[src/design/asr_map.vh]
// Register offsets, field positions, reset values and sample timing of the serial receiver.
`ifndef ASR_MAP_VH
`define ASR_MAP_VH

// ----------------------------------------------------------------------
// Register offsets.
// ----------------------------------------------------------------------
`define ASR_OFF_CTRL1   3'h0
`define ASR_OFF_CTRL2   3'h1
`define ASR_OFF_CTRL3   3'h2
`define ASR_OFF_STAT1   3'h3
`define ASR_OFF_DATA    3'h4

// ----------------------------------------------------------------------
// First control register fields.
// ----------------------------------------------------------------------
`define ASR_C1_LOOP     7
`define ASR_C1_EN       6
`define ASR_C1_TRANSMIT_POLARITY_INVERT    5
`define ASR_C1_CHAR9    4
`define ASR_C1_WAKE     3
`define ASR_C1_QTYPE    2
`define ASR_C1_PEN      1
`define ASR_C1_PODD     0

// ----------------------------------------------------------------------
// Second and third control register fields.
// ----------------------------------------------------------------------
`define ASR_C2_TXIE     7
`define ASR_C2_TCIE     6
`define ASR_C2_RXIE     5
`define ASR_C2_QIE      4
`define ASR_C2_TE       3
`define ASR_C2_RE       2
`define ASR_C2_RWU      1
`define ASR_C2_SBK      0
`define ASR_C3_R8       7
`define ASR_C3_T8       6

// ----------------------------------------------------------------------
// Status bits; the low four match the error enables of the third register.
// ----------------------------------------------------------------------
`define ASR_S1_TXE      7
`define ASR_S1_TXD      6
`define ASR_S1_FULL     5
`define ASR_S1_QUIET    4
`define ASR_S1_OVR      3
`define ASR_S1_NOISE    2
`define ASR_S1_FRAME    1
`define ASR_S1_PAR      0

// ----------------------------------------------------------------------
// Reset values.
// ----------------------------------------------------------------------
`define ASR_RST_CTRL    8'h00
`define ASR_RST_DATA    9'h000

// ----------------------------------------------------------------------
// Sample points in 16x ticks and frame lengths in bits.
// ----------------------------------------------------------------------
`define ASR_RT_S3       5'h03
`define ASR_RT_S5       5'h05
`define ASR_RT_S7       5'h07
`define ASR_RT_S8       5'h08
`define ASR_RT_S9       5'h09
`define ASR_RT_S10      5'h0A
`define ASR_RT_END      5'h10
`define ASR_FRAME_8     8'h0A
`define ASR_FRAME_9     8'h0B

`endif

[src/design/asr_rx_ctrl.v]
// Receiver control, status flags and pin ownership of an asynchronous serial port.
`timescale 1ns/1ps
`include "asr_map.vh"

module asr_rx_ctrl (
  input  wire       i_clk_sys,
  input  wire       i_rst_n,
  input  wire       i_ce,
  input  wire       i_rt_tick,
  input  wire [2:0] i_addr,
  input  wire [7:0] i_wdata,
  input  wire       i_wr,
  input  wire       i_rd,
  output wire [7:0] o_rdata,
  input  wire       i_rx_pin,
  input  wire       i_tx_bit,
  input  wire       i_tx_empty,
  input  wire       i_tx_done,
  input  wire [1:0] i_port_out,
  input  wire [1:0] i_port_dir,
  input  wire       i_wait_mode,
  input  wire       i_dbg_break,
  input  wire       i_break_clear_en,
  output wire       o_tx_pin_o,
  output wire       o_tx_pin_oe,
  output wire       o_rx_pin_o,
  output wire       o_rx_pin_oe,
  output wire [7:0] o_ctrl_one,
  output wire       o_tx_enable,
  output wire       o_send_break,
  output wire       o_tx_bit8,
  output wire       o_irq_rx,
  output wire       o_irq_tx,
  output wire       o_irq_err,
  output wire       o_wake_req
);

  // ----------------------------------------------------------------------
  // Receiver states.
  // ----------------------------------------------------------------------
  localparam [1:0] ST_IDLE  = 2'b00;
  localparam [1:0] ST_START = 2'b01;
  localparam [1:0] ST_DATA  = 2'b10;
  localparam [1:0] ST_STOP  = 2'b11;

  reg  [7:0] ctrl1_ff;
  reg  [7:0] ctrl2_ff;
  reg  [5:0] ctrl3_ff;
  reg  [5:0] flag_ff;
  reg  [5:0] arm_ff;
  reg        txe_ff;
  reg        txd_ff;
  reg  [8:0] data_ff;
  reg  [7:0] rdata_ff;
  reg  [1:0] rx_sync_ff;
  reg  [1:0] st_ff;
  reg  [4:0] rt_ff;
  reg  [2:0] hist_ff;
  reg  [1:0] smp_ff;
  reg  [3:0] bit_ff;
  reg  [8:0] shf_ff;
  reg        nz_ff;
  reg  [7:0] qcnt_ff;
  reg        qarm_ff;
  reg        irq_rx_ff;
  reg        irq_tx_ff;
  reg        irq_err_ff;
  reg        wake_ff;
  reg        tx_o_ff;
  reg        tx_oe_ff;
  reg        rx_o_ff;
  reg        rx_oe_ff;

  // Majority of three samples.
  function maj3;
    input a;
    input b;
    input c;
    begin
      maj3 = (a & b) | (a & c) | (b & c);
    end
  endfunction

  // ----------------------------------------------------------------------
  // Control decode and receive input selection.
  // ----------------------------------------------------------------------
  wire       en      = ctrl1_ff[`ASR_C1_EN];
  wire       char9   = ctrl1_ff[`ASR_C1_CHAR9];
  wire       wake_am = ctrl1_ff[`ASR_C1_WAKE];
  wire       receiver_standby_bit     = ctrl2_ff[`ASR_C2_RWU];
  wire       loop_on = ctrl1_ff[`ASR_C1_LOOP] & ctrl2_ff[`ASR_C2_TE] & ctrl2_ff[`ASR_C2_RE];
  wire       rxd     = loop_on ? i_tx_bit : rx_sync_ff[1];
  wire       rx_run  = en & ctrl2_ff[`ASR_C2_RE];
  wire       tick    = i_ce & i_rt_tick & rx_run;
  wire       acc     = i_ce & ~i_wait_mode;
  wire       protect = i_dbg_break & ~i_break_clear_en;
  wire       wr_en   = acc & i_wr;
  wire       rd_en   = acc & i_rd;
  wire [3:0] nbits   = char9 ? 4'h9 : 4'h8;
  wire [7:0] qlimit  = char9 ? `ASR_FRAME_9 : `ASR_FRAME_8;

  // Sample taken at RT10 together with the two held ones.
  wire       bit_val = maj3(smp_ff[1], smp_ff[0], rxd);
  wire       bit_nz  = ~((smp_ff[1] == smp_ff[0]) & (smp_ff[0] == rxd));
  wire       at_s10  = tick & (rt_ff == `ASR_RT_S10);

  // Character completes at the third stop sample.
  wire       done_evt = at_s10 & (st_ff == ST_STOP);
  wire       frame_nz = nz_ff | bit_nz;
  wire [8:0] chr      = char9 ? shf_ff : {1'b0, shf_ff[8:1]};
  wire       msb      = char9 ? chr[8] : chr[7];
  wire       par_bad  = ctrl1_ff[`ASR_C1_PEN] & ((^chr) ^ ctrl1_ff[`ASR_C1_PODD]);
  wire       accept   = ~receiver_standby_bit | (wake_am & msb);

  // Quiet counting runs on the idle line, and through data bits only when counting
  // starts after the start bit.
  wire       qcount   = (st_ff == ST_IDLE) | (~ctrl1_ff[`ASR_C1_QTYPE] & (st_ff != ST_START));
  wire       quiet_evt = tick & qcount & rxd & qarm_ff & (qcnt_ff == {qlimit[3:0], 4'h0} - 8'h01);
  wire       idle_wake = quiet_evt & receiver_standby_bit & ~wake_am;

  // Flags cleared by the second step of the status-then-data sequence.
  wire       dat_rd   = rd_en & (i_addr == `ASR_OFF_DATA) & ~protect;
  wire       sts_rd   = rd_en & (i_addr == `ASR_OFF_STAT1) & ~protect;
  wire [5:0] clr_mask = dat_rd ? arm_ff : 6'h00;

  // ----------------------------------------------------------------------
  // Receive pin synchroniser.
  // ----------------------------------------------------------------------
  // Two flops keep the asynchronous line out of the sampling logic.
  always @(posedge i_clk_sys) begin
    if (!i_rst_n) begin
      rx_sync_ff <= 2'b11;
    end else if (i_ce) begin
      rx_sync_ff <= {rx_sync_ff[0], i_rx_pin};
    end
  end

  // ----------------------------------------------------------------------
  // Bit recovery.
  // ----------------------------------------------------------------------
  // Start search, start verification, data and stop sampling on the 16x tick.
  always @(posedge i_clk_sys) begin
    if (!i_rst_n || (i_ce && !rx_run)) begin
      st_ff   <= ST_IDLE;
      rt_ff   <= 5'h00;
      hist_ff <= 3'b000;
      smp_ff  <= 2'b00;
      bit_ff  <= 4'h0;
      shf_ff  <= 9'h000;
      nz_ff   <= 1'b0;
    end else if (tick) begin
      rt_ff <= rt_ff + 5'h01;
      if (rt_ff == `ASR_RT_S8 || rt_ff == `ASR_RT_S9 || rt_ff == `ASR_RT_S3 ||
          rt_ff == `ASR_RT_S5) begin
        smp_ff <= {smp_ff[0], rxd};
      end
      case (st_ff)
        ST_IDLE: begin
          hist_ff <= {hist_ff[1:0], rxd};
          if (hist_ff == 3'b111 && !rxd) begin
            st_ff <= ST_START;
            rt_ff <= 5'h01;
            nz_ff <= 1'b0;
          end
        end
        ST_START: begin
          if (rt_ff == `ASR_RT_S7) begin
            if (maj3(smp_ff[1], smp_ff[0], rxd)) begin
              st_ff   <= ST_IDLE; // False start: search again.
              hist_ff <= 3'b000;
            end else if (bit_nz) begin
              nz_ff <= 1'b1;
            end
          end
          if ((rt_ff == `ASR_RT_S8 || rt_ff == `ASR_RT_S9 || rt_ff == `ASR_RT_S10) && rxd) begin
            nz_ff <= 1'b1;
          end
          if (rt_ff == `ASR_RT_END) begin
            st_ff  <= ST_DATA;
            rt_ff  <= 5'h01;
            bit_ff <= 4'h0;
          end
        end
        ST_DATA: begin
          if (rt_ff == `ASR_RT_S10) begin
            shf_ff <= {bit_val, shf_ff[8:1]};
            if (bit_nz) begin
              nz_ff <= 1'b1;
            end
          end
          if (rt_ff == `ASR_RT_END) begin
            rt_ff  <= 5'h01;
            bit_ff <= bit_ff + 4'h1;
            if (bit_ff == nbits - 4'h1) begin
              st_ff <= ST_STOP;
            end
          end
        end
        ST_STOP: begin
          if (rt_ff == `ASR_RT_S10) begin
            st_ff   <= ST_IDLE;
            hist_ff <= {3{bit_val}};
          end
        end
        default: begin
          st_ff <= ST_IDLE;
        end
      endcase
    end
  end

  // ----------------------------------------------------------------------
  // Quiet line counter.
  // ----------------------------------------------------------------------
  // Counts ticks of high line; one quiet event after reset and after each received traffic burst.
  always @(posedge i_clk_sys) begin
    if (!i_rst_n) begin
      qcnt_ff <= 8'h00;
      qarm_ff <= 1'b1;
    end else if (i_ce) begin
      if (tick) begin
        qcnt_ff <= (qcount && rxd && qcnt_ff != 8'hFF) ? qcnt_ff + 8'h01 : 8'h00;
      end
      if (done_evt || (tick && st_ff == ST_START)) begin
        qarm_ff <= 1'b1;
      end else if (quiet_evt) begin
        qarm_ff <= 1'b0;
      end
    end
  end

  // ----------------------------------------------------------------------
  // Control registers.
  // ----------------------------------------------------------------------
  // Software writes; hardware clears the standby bit on wake, a write of one wins.
  always @(posedge i_clk_sys) begin
    if (!i_rst_n) begin
      ctrl1_ff <= `ASR_RST_CTRL;
      ctrl2_ff <= `ASR_RST_CTRL;
      ctrl3_ff <= 6'h00;
    end else if (i_ce) begin
      if ((done_evt && receiver_standby_bit && wake_am && msb) || idle_wake) begin
        ctrl2_ff[`ASR_C2_RWU] <= 1'b0;
      end
      if (wr_en) begin
        case (i_addr)
          `ASR_OFF_CTRL1: ctrl1_ff <= i_wdata;
          `ASR_OFF_CTRL2: begin
            ctrl2_ff[7:4] <= i_wdata[7:4];
            ctrl2_ff[1:0] <= i_wdata[1:0];
            if (en) begin
              ctrl2_ff[3:2] <= i_wdata[3:2];
            end
          end
          `ASR_OFF_CTRL3: ctrl3_ff <= {i_wdata[`ASR_C3_T8], 1'b0, i_wdata[3:0]};
          default: ctrl3_ff <= ctrl3_ff;
        endcase
      end
    end
  end

  // ----------------------------------------------------------------------
  // Receive flags, data buffer and clear sequence.
  // ----------------------------------------------------------------------
  // New events are merged after the clear so a set in the clearing cycle survives.
  always @(posedge i_clk_sys) begin
    if (!i_rst_n) begin
      flag_ff <= 6'h00;
      arm_ff  <= 6'h00;
      data_ff <= `ASR_RST_DATA;
    end else if (i_ce) begin
      if (sts_rd) begin
        arm_ff <= flag_ff;
      end else if (dat_rd) begin
        arm_ff <= 6'h00;
      end
      flag_ff <= (flag_ff & ~clr_mask)
               | {5'h00, 1'b0} ;
      if (done_evt && accept) begin
        if (flag_ff[`ASR_S1_FULL] && !clr_mask[`ASR_S1_FULL]) begin
          flag_ff <= (flag_ff & ~clr_mask) | 6'b00_1000;
        end else begin
          data_ff <= char9 ? chr : {chr[7], chr[7:0]};
          flag_ff <= (flag_ff & ~clr_mask)
                   | {1'b1, 2'b00, frame_nz, ~bit_val, par_bad};
        end
      end else if (done_evt) begin
        flag_ff <= flag_ff & ~clr_mask;
      end
      if (quiet_evt && !receiver_standby_bit) begin
        flag_ff[`ASR_S1_QUIET] <= 1'b1;
      end
    end
  end

  // ----------------------------------------------------------------------
  // Transmit status follows the transmitter, forced set while disabled.
  // ----------------------------------------------------------------------
  always @(posedge i_clk_sys) begin
    if (!i_rst_n) begin
      txe_ff <= 1'b1;
      txd_ff <= 1'b1;
    end else if (i_ce) begin
      txe_ff <= ~en | i_tx_empty;
      txd_ff <= ~en | i_tx_done;
    end
  end

  // ----------------------------------------------------------------------
  // Read data, requests and pins.
  // ----------------------------------------------------------------------
  // All outputs are registered; requests stay live in wait mode to end it.
  always @(posedge i_clk_sys) begin
    if (!i_rst_n) begin
      rdata_ff   <= 8'h00;
      irq_rx_ff  <= 1'b0;
      irq_tx_ff  <= 1'b0;
      irq_err_ff <= 1'b0;
      wake_ff    <= 1'b0;
      tx_o_ff    <= 1'b1;
      tx_oe_ff   <= 1'b0;
      rx_o_ff    <= 1'b0;
      rx_oe_ff   <= 1'b0;
    end else if (i_ce) begin
      rdata_ff <= 8'h00;
      if (rd_en) begin
        case (i_addr)
          `ASR_OFF_CTRL1: rdata_ff <= ctrl1_ff;
          `ASR_OFF_CTRL2: rdata_ff <= ctrl2_ff;
          `ASR_OFF_CTRL3: rdata_ff <= {data_ff[8], ctrl3_ff[5], 2'b00, ctrl3_ff[3:0]};
          `ASR_OFF_STAT1: rdata_ff <= {txe_ff, txd_ff, flag_ff};
          `ASR_OFF_DATA:  rdata_ff <= data_ff[7:0];
          default:        rdata_ff <= 8'h00;
        endcase
      end
      irq_rx_ff  <= ~receiver_standby_bit & ((flag_ff[5] & ctrl2_ff[`ASR_C2_RXIE]) |
                            (flag_ff[4] & ctrl2_ff[`ASR_C2_QIE]));
      irq_err_ff <= |(flag_ff[3:0] & ctrl3_ff[3:0]);
      irq_tx_ff  <= en & ((txe_ff & ctrl2_ff[`ASR_C2_TXIE]) |
                          (txd_ff & ctrl2_ff[`ASR_C2_TCIE]));
      wake_ff    <= i_wait_mode & (irq_rx_ff | irq_tx_ff | irq_err_ff);
      tx_o_ff    <= en ? (ctrl1_ff[`ASR_C1_TRANSMIT_POLARITY_INVERT] ^ i_tx_bit) : i_port_out[1];
      tx_oe_ff   <= en | i_port_dir[1];
      rx_o_ff    <= i_port_out[0];
      rx_oe_ff   <= ~en & i_port_dir[0];
    end
  end

  assign o_rdata      = rdata_ff;
  assign o_tx_pin_o   = tx_o_ff;
  assign o_tx_pin_oe  = tx_oe_ff;
  assign o_rx_pin_o   = rx_o_ff;
  assign o_rx_pin_oe  = rx_oe_ff;
  assign o_ctrl_one   = ctrl1_ff;
  assign o_tx_enable  = ctrl2_ff[`ASR_C2_TE];
  assign o_send_break = ctrl2_ff[`ASR_C2_SBK];
  assign o_tx_bit8    = ctrl3_ff[5];
  assign o_irq_rx     = irq_rx_ff;
  assign o_irq_tx     = irq_tx_ff;
  assign o_irq_err    = irq_err_ff;
  assign o_wake_req   = wake_ff;

endmodule // asr_rx_ctrl

[config.mk]
export PLATFORM = sky130hd
export DESIGN_NAME = asr_rx_ctrl
export DESIGN_NICKNAME = d
export VERILOG_FILES = /design/src/design/asr_rx_ctrl.v
export VERILOG_INCLUDE_DIRS = /design/src /design/src/design
export SDC_FILE = /design/constraint.sdc
export NUM_CORES = 1
export LEC_CHECK = 0
export BUFFER_PORTS_ARGS = -buffer_cell sky130_fd_sc_hd__buf_2
export CAP_MARGIN = 40
export CORE_MARGIN = 2
export CORE_UTILIZATION = 49
export CTS_BUF_LIST = sky130_fd_sc_hd__clkbuf_4 sky130_fd_sc_hd__clkbuf_8
export DETAILED_ROUTE_END_ITERATION = 8
export PLACE_DENSITY = 0.69
export RECOVER_POWER = 25
export REMOVE_ABC_BUFFERS = 1
export SLEW_MARGIN = 20
export SYNTH_ARGS = -nofsm -noshare
export SYNTH_HDL_FRONTEND = slang
export SYNTH_SLANG_ARGS = --single-unit
[constraint.sdc]
create_clock -name i_clk_sys -period 2.9 [get_ports i_clk_sys]
set_input_delay 0.58 -clock i_clk_sys [delete_from_list [all_inputs] [get_ports i_clk_sys]]
set_output_delay 0.58 -clock i_clk_sys [all_outputs]
set_load 0.02 [all_outputs]
==> metrics.yaml, run 1 <==
io_pins: 55
avgViaCountPerCell: 5.851
ys_warn_count: 0
dieHeight_um: 104.7
synth_flop_cell: "sky130_fd_sc_hd__dfxtp_1"
final_core_utilization_pct: 56.35
io_buffer_count: 54
grt-ovfl-total: 0
share_of_synthesized_area_occupied_by_flip_flops_and_latches_pct: 39.10
path_clk_slew_ns: 0.09
post_drt_wl_per_cell_um: 17.00
grt_pass1_wl_um: 20530
hold_viol: 0
initial_standard_cell_utilization_of_the_core_pct: 50.57
total_power_mw: 2.495
timing.hold.worst.class: "input pin to flop"
synthesis.area_sq_mm: 0.004966
synth.top_cells.by_count: "sky130_fd_sc_hd__dfxtp_1 (97), sky130_fd_sc_hd__nand2_1 (61), sky130_fd_sc_hd__mux2i_1 (35), sky130_fd_sc_hd__nor2b_1 (33)"
synth_seq_cells: 97
slew_violations: 46
r2r_setup_slack_ns: 0.41
cap_viol_max_count: 1
clk_path_buf_depth: 2
critical_path.startpoint: "ctrl2_ff[2]"
crit_path_start_kind: "flop"
outcome: "finished, violations left"
core_region_area_sq_mm: 0.009819
hold_slack_ns: 0.4366
h_tree_depth: 3
p_per_area_mw_per_mm2: 450.9
cts.sink_count: 97
finalSetupViolations: 0
grt_most_used_layer: "met2"
synth_cells: 556
setup.worst_path.class: "flop to flop"
chipWidth_um: 104.7
clk_root_buffer_cell: "sky130_fd_sc_hd__clkbuf_8"
drt_pass1_iterations: 5
failing_checks: "capacitance limit, slew limit"
post_cts_resized: 0
met3_layer_usage_reported_by_global_route_pct: 4.367
worstSkewPairLatency_ns: 0.37
finish.instance_area_sq_mm: 0.005533
core.rowCount: 36
r2r_endpoint: "st_ff[0]"
initialDrtViolationCount: 273
antenna_cells_inserted: 0
area_delta_synth_final_pct: 11.41
synth_area_leader_cell: "sky130_fd_sc_hd__dfxtp_1"
p_leak_nw: 2.072
worst_setup_skew_after_layout_ns: 0.005589
max_slew.worst_pin.slew_ns: 1.623
yosys.cell_count.top_type: "sky130_fd_sc_hd__dfxtp_1"
timing.rr.start: "ctrl2_ff[2]"
finalSetupTns_ns: 0
worstPathRequired_ns: 3.14
grt_setup_unrepaired: "false"
placedInstanceArea_sq_mm: 0.005338
synthTopCellsByArea: "sky130_fd_sc_hd__dfxtp_1 (39%), sky130_fd_sc_hd__mux2i_1 (7.1%), sky130_fd_sc_hd__a22oi_1 (4.7%)"
peakVddDrop_v: 0.0003326
postCtsSetupBuffers: 0
min_period_over_period_pct: 85.75
crit_arrival_ns: 2.73
synthesis.area_per_instance_sq_um: 8.932
grt_antenna_before_repair: 0
reg2reg_depth: 9
grt_max_degree: 46
grt_use_met2_pct: 36.97
gpl.final_weighted_congestion: 0.8437
post_route_cells_drive_above_1_share_pct: 12.60
drc_violations_left: 0
max_clock_freq_mhz: 402.1
synth_async_reset_ratio_pct: 0
headroom_to_the_max_slew_limit_pct: -8.209
worstPathMaxFanout: 10
cts_tree: "built"
synth_edf_count: 0
num-nets-final: 639
cts_hold_repair.buffers: 0
cp-endpoint: "st_ff[0]"
antenna_violating_nets_post_route: 0
yosysUniqueCellTypes: 62
post-synth-top-area-fraction_pct: 39.10
grt_pass1_vias: 4008
grt.total_usage_pct: 23.15
routed-via-count: 4306
cts_made_buffers: 9
hpwl_um: 9169
met1_usage_pct: 31.69
setup.worst_path.end_class: "flop"
fp.dieArea_sq_mm: 0.01096
wl_um: 12510
finalWorstPathRequiredPeriod_ns: 2.487
cell families after synthesis:
kind of cell	after synthesis	synth area share, %
buffers and inverters	47	4.308
DFF	97	39.10
and+or+nand+nor	199	20.71
muxes	41	8.415
AOI/OAI and AO/OA	140	20.91
adders and majority gates	12	3.023
xor gates and xnor gates	20	3.527
critical path: stages (launching register included):
cell and delay, ns:
sky130_fd_sc_hd__dfxtp_1 0.46, sky130_fd_sc_hd__nand4_1 0.19, sky130_fd_sc_hd__o21a_1 0.28, sky130_fd_sc_hd__inv_2 0.13
sky130_fd_sc_hd__ha_1 0.20, sky130_fd_sc_hd__nor4b_1 0.07, sky130_fd_sc_hd__a21oi_1 0.30, sky130_fd_sc_hd__nand2_1 0.15
sky130_fd_sc_hd__a2111oi_0 0.47, sky130_fd_sc_hd__a211oi_1 0.10
state kept, by name, summed over array words and instances, names as in the netlist, 4 cells and up, named ones only:
| name | cells |
|---|---|
| arm_ff | 6 |
| bit_ff | 4 |
| ctrl2_ff | 8 |
| ctrl3_ff | 5 |
| data_ff | 9 |
| flag_ff | 6 |
| o_ctrl_one | 8 |
| o_rdata | 8 |
| qcnt_ff | 8 |
| rt_ff | 5 |
| shf_ff | 9 |
metrics by stage:
step,std cells,setup WS (ns)
detailed placement,721,0.2673
global placement,721,0.3646
global route,736,0.1874
finish,736,0.4131
CTS,736,0.4883
floorplan,521,0.5212
placed cells by master, fill, tap and decap left out, types with 13 or more instances in the layout:
master                     netlist  routed
sky130_fd_sc_hd__a21oi_1        13      13
sky130_fd_sc_hd__clkbuf_1       25      21
sky130_fd_sc_hd__buf_2           6      35
sky130_fd_sc_hd__o21ai_0        13      13
sky130_fd_sc_hd__nor2b_1        33      33
sky130_fd_sc_hd__a21boi_0       17      17
sky130_fd_sc_hd__a22oi_1        31      31
sky130_fd_sc_hd__mux2i_1        35      35
sky130_fd_sc_hd__nor2_1         31      31
sky130_fd_sc_hd__nand3_1        24      24
sky130_fd_sc_hd__dfxtp_1        97      97
sky130_fd_sc_hd__nand2_1        61      61
report_power, final:
group	switching [mW]	total, mW	internal [mW]
clock	0.488	1.00	0.514
combinational	0.0949	0.148	0.0526
sequential	0.00555	1.34	1.34
how the worst min path moves through the flow:
| stage | slack [ns] | endpoint | start | cells after the start |
|---|---|---|---|---|
| 6_report | 0.44 | txe_ff | i_tx_empty | 3 |
| 5_1_grt | 0.42 | txd_ff | i_tx_done | 3 |
| 4_1_cts | 0.42 | txe_ff | i_tx_empty | 3 |
| 3_5_place_dp | 0.46 | rx_sync_ff[1] | rx_sync_ff[0] | 2 |
| 3_3_place_gp | 0.45 | nz_ff | nz_ff | 2 |
| 2_1_floorplan | 0.43 | nz_ff | nz_ff | 2 |
per-layer routing:
| metal | wire length [um] | vias up |
|---|---|---|
| li1 | - | 2103 |
| met1 | 5785 | 2039 |
| met2 | 5769 | 143 |
| met3 | 743 | 21 |
| met4 | 214 | 0 |
| met5 | 0 | - |
cell type report:
cell class / count / area [sq um]
multi-input cells: 412 / 2816
repair buffers: 67 / 336.6
flip-flops and latches: 97 / 1942
clock inverters: 5 / 88.84
clock buffers: 10 / 137.6
well taps: 133 / 166.4
fillers: 973 / 4287
inverters: 12 / 45.04
No activity file was read; power rests on OpenSTA's default activity.
==> inputs of run 2 (changes only) <==
PLACE_DENSITY = 0.71   (was 0.69)
clock period = 2.2 ns   (was 2.9 ns; I/O delays follow)
==> metrics.yaml, run 2 (same netlist as run 1, synthesis figures left out) <==
finalWorstPathRequiredPeriod_ns: 2.089
antenna_cells_inserted: 0
num-nets-final: 659
timing.hold.worst.class: "input pin to flop"
finalSetupTns_ns: 0
path_clk_slew_ns: 0.10
grt_pass1_wl_um: 21490
cts.sink_count: 97
setup.worst_path.end_class: "flop"
io_buffer_count: 54
grt-ovfl-total: 0
setup.worst_path.class: "flop to flop"
area_delta_synth_final_pct: 14.29
power_switching_mw: 0.8297
most_used_cells_in_the_layout_excluding_fill_and_tap_cells: "sky130_fd_sc_hd__dfxtp_1 (95), sky130_fd_sc_hd__nand2_1 (61), sky130_fd_sc_hd__mux2i_1 (35)"
hpwl_um: 9632
avgViaCountPerCell: 5.910
wl_um: 13260
peakVddDrop_v: 0.0002875
gpl.final_weighted_congestion: 0.8920
worstPathRequired_ns: 2.50
cellInternalPower_mw: 2.275
worst_setup_skew_after_layout_ns: 0.01495
io_pins: 55
crit_path_start_kind: "flop"
combinational_cell_fraction_of_total_power_pct: 6.7
final_cells: 757
routed-via-count: 4474
crit_chain: "and3_1 > o21a_1 > inv_2 > ha_2 > nor4b_2 > a21oi_1 > nand2_1 > a211o_1 > a211oi_1"
post-place-cells: 741
grt_setup_unrepaired: "false"
crit_arrival_ns: 2.39
sequentialPowerShare_pct: 57.1
min_period_over_period_pct: 94.95
h_tree_depth: 3
hold_viol: 0
fp.dieArea_sq_mm: 0.01096
slew_violations: 0
cpMaxStageDelayCell: "sky130_fd_sc_hd__dfxtp_4"
p_per_area_mw_per_mm2: 547.1
headroom_to_the_max_slew_limit_pct: 63.24
grt.total_usage_pct: 24.22
reg2reg_depth: 9
cts_made_buffers: 9
outcome: "complete, no violations"
grt_max_degree: 60
grt_pass1_vias: 4278
chipWidth_um: 104.7
most_frequent_standard_cell_in_the_layout_excluding_fill_and_tap_cells: "sky130_fd_sc_hd__dfxtp_1"
drt_pass1_iterations: 5
finalSetupViolations: 0
max_slew.worst_pin.slew_ns: 0.5513
max_stage_delay_ns: 0.38
initial_standard_cell_utilization_of_the_core_pct: 50.57
core.rowCount: 36
clk_root_buffer_cell: "sky130_fd_sc_hd__clkbuf_8"
antenna_violating_nets_post_route: 0
hold-path-cell-count: 3
dieHeight_um: 104.7
final_core_utilization_pct: 57.80
sw_ratio_pct: 26.72
worstPathMaxFanout: 7
p_leak_nw: 2.154
core_region_area_sq_mm: 0.009819
clk_path_buf_depth: 2
cap_viol_max_count: 0
worstSkewPairLatency_ns: 0.38
max_clock_freq_mhz: 478.7
cts_tree: "built"
largest_registers: "data_ff: 9 flops, shf_ff: 9 flops"
grt_antenna_before_repair: 0
clock_power_share_pct: 36.2
r2r_setup_slack_ns: 0.11
drc_violations_left: 0
post_drt_wl_per_cell_um: 17.52
initialDrtViolationCount: 382
post_route_cells_drive_above_1_share_pct: 16.35
-- run 2: cell types whose count changed in the layout (fill, tap and decap cells not counted), moves of 2 or more --
| cell | before | now |
|---|---|---|
| sky130_fd_sc_hd__buf_4 | 11 | 30 |
| sky130_fd_sc_hd__bufinv_16 | 2 | 0 |
| sky130_fd_sc_hd__dfxtp_1 | 97 | 95 |
| sky130_fd_sc_hd__inv_6 | 0 | 3 |
-- run 2: area by class of cell --
type / count / area, sq um
Inverter: 12 / 45.04
Clock inverter: 7 / 58.81
Clock buffer: 9 / 123.9
Timing Repair Buffer: 87 / 498.0
Sequential cell: 97 / 1947
Fill cell: 939 / 4144
Multi-Input combinational cell: 412 / 2836
Tap cell: 133 / 166.4
-- run 2: power groups by stage --
stage	registers, mW	logic, mW	clock network [mW]
floorplan	1.82	0.0766	0
global placement	1.81	0.203	0
detailed placement	1.81	0.205	0
CTS	1.77	0.207	1.15
global route	1.77	0.223	1.21
finish	1.77	0.209	1.12
-- run 2: critical path, delay by kind of cell, from the launching register on --
family	cells	cell delay [ns]
flip-flops	1	0.38
AND/OR/NAND/NOR	3	0.40
buffers and inverters	1	0.09
AO/OA/AOI/OAI	4	0.91
adder cells (fa/ha/maj)	1	0.22
-- run 2: metal layers --
layer  vias to the layer above  GRT usage (%)  part of all wire [%]
met3                        20          3.868                   4.9
met5                         -              0                     0
met2                       137          39.82                    47
met1                      2171          32.35                    47
li1                       2146              -                     -
met4                         0          8.381                   1.6
-- run 2: final timing paths --
kind                                   from       endpoint
worst max-delay path            ctrl2_ff[2]       st_ff[0]
worst min-delay path               i_rx_pin  rx_sync_ff[0]
worst max register to register  ctrl2_ff[2]       st_ff[0]
worst min register to register   o_rdata[4]     o_rdata[4]
-- run 2: stage by stage --
stage | area (sq um) | hold slack, ns | setup slack [ns] | power [mW]
detailed placement | 5500 | 0.4593 | 0.009165 | 2.018
floorplan | 4797 | 0.4337 | -0.03883 | 1.898
global placement | 5500 | 0.4519 | 0.1458 | 2.016
CTS | 5684 | 0.2677 | 0.02600 | 3.128
finish | 5675 | 0.2829 | 0.1111 | 3.105
global route | 5675 | 0.3112 | 0.01415 | 3.201
-- run 2: what timing repair did --
| action | in CTS | in global routing |
|---|---|---|
| resized for setup | 1 | 7 |
| gates cloned | 0 | 0 |
| hold buffers | 0 | 0 |
| setup endpoints to repair | 1 | 5 |
| pin swaps | 0 | 0 |
| hold endpoints to repair | 0 | 0 |
| buffers inserted | 0 | 0 |
==> inputs of run 3 (changes only) <==
PLACE_DENSITY = 0.81   (was 0.71)
==> metrics.yaml, run 3 (same netlist as run 1, synthesis figures left out) <==
cts_tree: "built"
finalWorstPathRequiredPeriod_ns: 2.126
grt-ovfl-total: 0
worstPathRequired_ns: 2.44
area_delta_synth_final_pct: 14.13
p_leak_nw: 2.165
r2r_setup_slack_ns: 0.07
path_clk_slew_ns: 0.10
fp.dieArea_sq_mm: 0.01096
postCtsSetupBuffers: 0
r2r_endpoint: "hist_ff[1]"
drc_violations_left: 0
cellInternalPower_mw: 2.387
worstSkewPairLatency_ns: 0.37
cap_viol_max_count: 0
grt_max_degree: 43
worstPathMaxFanout: 5
number_of_buffer_and_inverter_stages_on_the_critical_path: 1
min_period_over_period_pct: 96.63
most_frequent_standard_cell_in_the_layout_excluding_fill_and_tap_cells: "sky130_fd_sc_hd__dfxtp_1"
clock_power_share_pct: 37.5
antenna_cells_inserted: 0
setup.worst_path.class: "flop to flop"
placedInstanceArea_sq_mm: 0.005485
avgViaCountPerCell: 5.960
post_drt_wl_per_cell_um: 17.35
routed-via-count: 4500
grt_pass1_vias: 4265
p_per_area_mw_per_mm2: 559.0
core_region_area_sq_mm: 0.009819
crit_path_start_kind: "flop"
max_stage_delay_ns: 0.52
num-nets-final: 657
setup.worst_path.end_class: "flop"
grt_pass1_wl_um: 20900
antenna_violating_nets_post_route: 0
chipWidth_um: 104.7
grt_antenna_before_repair: 0
cts_made_buffers: 9
max_clock_freq_mhz: 470.4
grt.total_usage_pct: 23.69
gpl.final_weighted_congestion: 0.8829
dieHeight_um: 104.7
crit_arrival_ns: 2.37
finish.instance_area_sq_mm: 0.005668
grt_setup_unrepaired: "true"
min-delay-start: "i_tx_empty"
headroom_to_the_max_slew_limit_pct: 60.86
outcome: "complete, no violations"
crit_chain: "inv_1 > ha_1 > a221oi_1 > nand3_1 > a211oi_1 > nor3_1"
cts.sink_count: 97
sw_ratio_pct: 24.67
cts_hold_repair.buffers: 0
finalSetupViolations: 0
io_pins: 55
post_cts_resized: 0
hold_viol: 0
io_buffer_count: 54
hold-path-cell-count: 3
initial_standard_cell_utilization_of_the_core_pct: 50.57
wl_um: 13100
reg2reg_depth: 6
hold_path_end: "txe_ff"
post-place-cells: 739
clk_root_buffer_cell: "sky130_fd_sc_hd__clkbuf_8"
sequentialPowerShare_pct: 56.0
initialDrtViolationCount: 411
cell_family_contributing_the_most_delay_on_the_critical_path: "compound AO/OA/AOI/OAI gates"
worst_setup_skew_after_layout_ns: 0.01356
max_slew.worst_pin.slew_ns: 0.5724
slew_violations: 0
core.rowCount: 36
power_switching_mw: 0.7816
final_cells: 755
hpwl_um: 9629
clk_path_buf_depth: 2
drt_pass1_iterations: 5
peakVddDrop_v: 0.0002681
post_route_cells_drive_above_1_share_pct: 16.56
largest_registers: "data_ff: 9 flops, shf_ff: 9 flops"
combinational_cell_fraction_of_total_power_pct: 6.6
most_used_cells_in_the_layout_excluding_fill_and_tap_cells: "sky130_fd_sc_hd__dfxtp_1 (94), sky130_fd_sc_hd__nand2_1 (61), sky130_fd_sc_hd__buf_2 (40)"
h_tree_depth: 3
timing.hold.worst.class: "input pin to flop"
cpMaxStageDelayCell: "sky130_fd_sc_hd__a221oi_1"
timing.rr.start: "st_ff[0]"
-- run 3: cell count changes in the layout (fill, tap and decap cells not counted), sizes merged --
| cell | before | now |
|---|---|---|
| inv | 15 | 12 |
| clkinvlp | 1 | 2 |
| bufinv | 0 | 1 |
| buf | 65 | 66 |
| clkbuf | 31 | 29 |
-- run 3: layout make-up --
class | count | area (sq um)
multi-input combinational | 412 | 2833
clock inverter | 6 | 67.56
inverter | 12 | 45.04
timing repair buffer | 85 | 479.2
tap | 133 | 166.4
fill | 927 | 4151
sequential | 97 | 1946
clock buffer | 10 | 131.4
-- run 3: per-stage QoR --
step | worst slack, ns | TNS (ns) | total power [mW] | hold slack (ns) | utilization (%)
after floorplan | -0.03883 | -0.2282 | 1.898 | 0.4337 | -
after global placement | 0.1123 | 0 | 2.017 | 0.4496 | 55.86
after CTS | 0.08143 | 0 | 3.199 | 0.2743 | 57.89
final | 0.07415 | 0 | 3.168 | 0.2906 | 57.72
after global routing | -0.02087 | -0.04120 | 3.290 | 0.2843 | 57.72
after detailed placement | 0.009044 | 0 | 2.022 | 0.4584 | 55.86
-- run 3: worst max-delay path by stage --
stage,from,endpoint,cells past startpoint
after floorplan,i_addr[1],ctrl2_ff[0],4
after global placement,i_tx_bit,st_ff[0],10
after detailed placement,i_tx_bit,st_ff[0],10
after CTS,o_ctrl_one[7],hist_ff[1],10
after global routing,ctrl2_ff[3],st_ff[0],9
final,st_ff[0],hist_ff[1],6
-- run 3: layer usage --
metal,GRT usage (%),wire [um],part of all wire (%)
met2,38.52,6362,49
met3,3.681,693,5.3
met1,30.81,5640,43
met4,11.33,406,3.1
met5,0,0,0
-- run 3: worst reg2reg max path, delay by kind of cell, from the launching register on --
family	cells	cell delay, ns
flops	1	0.42
compound gates	2	0.76
buf+inv	1	0.16
fa+ha+maj	1	0.40
simple gates	2	0.27
-- run 3: power groups by stage --
stage,clock network [mW],registers [mW],logic [mW]
finish,1.19,1.77,0.208
global route,1.29,1.77,0.221
CTS,1.22,1.77,0.209
detailed placement,0,1.81,0.209
global placement,0,1.81,0.203
floorplan,0,1.82,0.0766
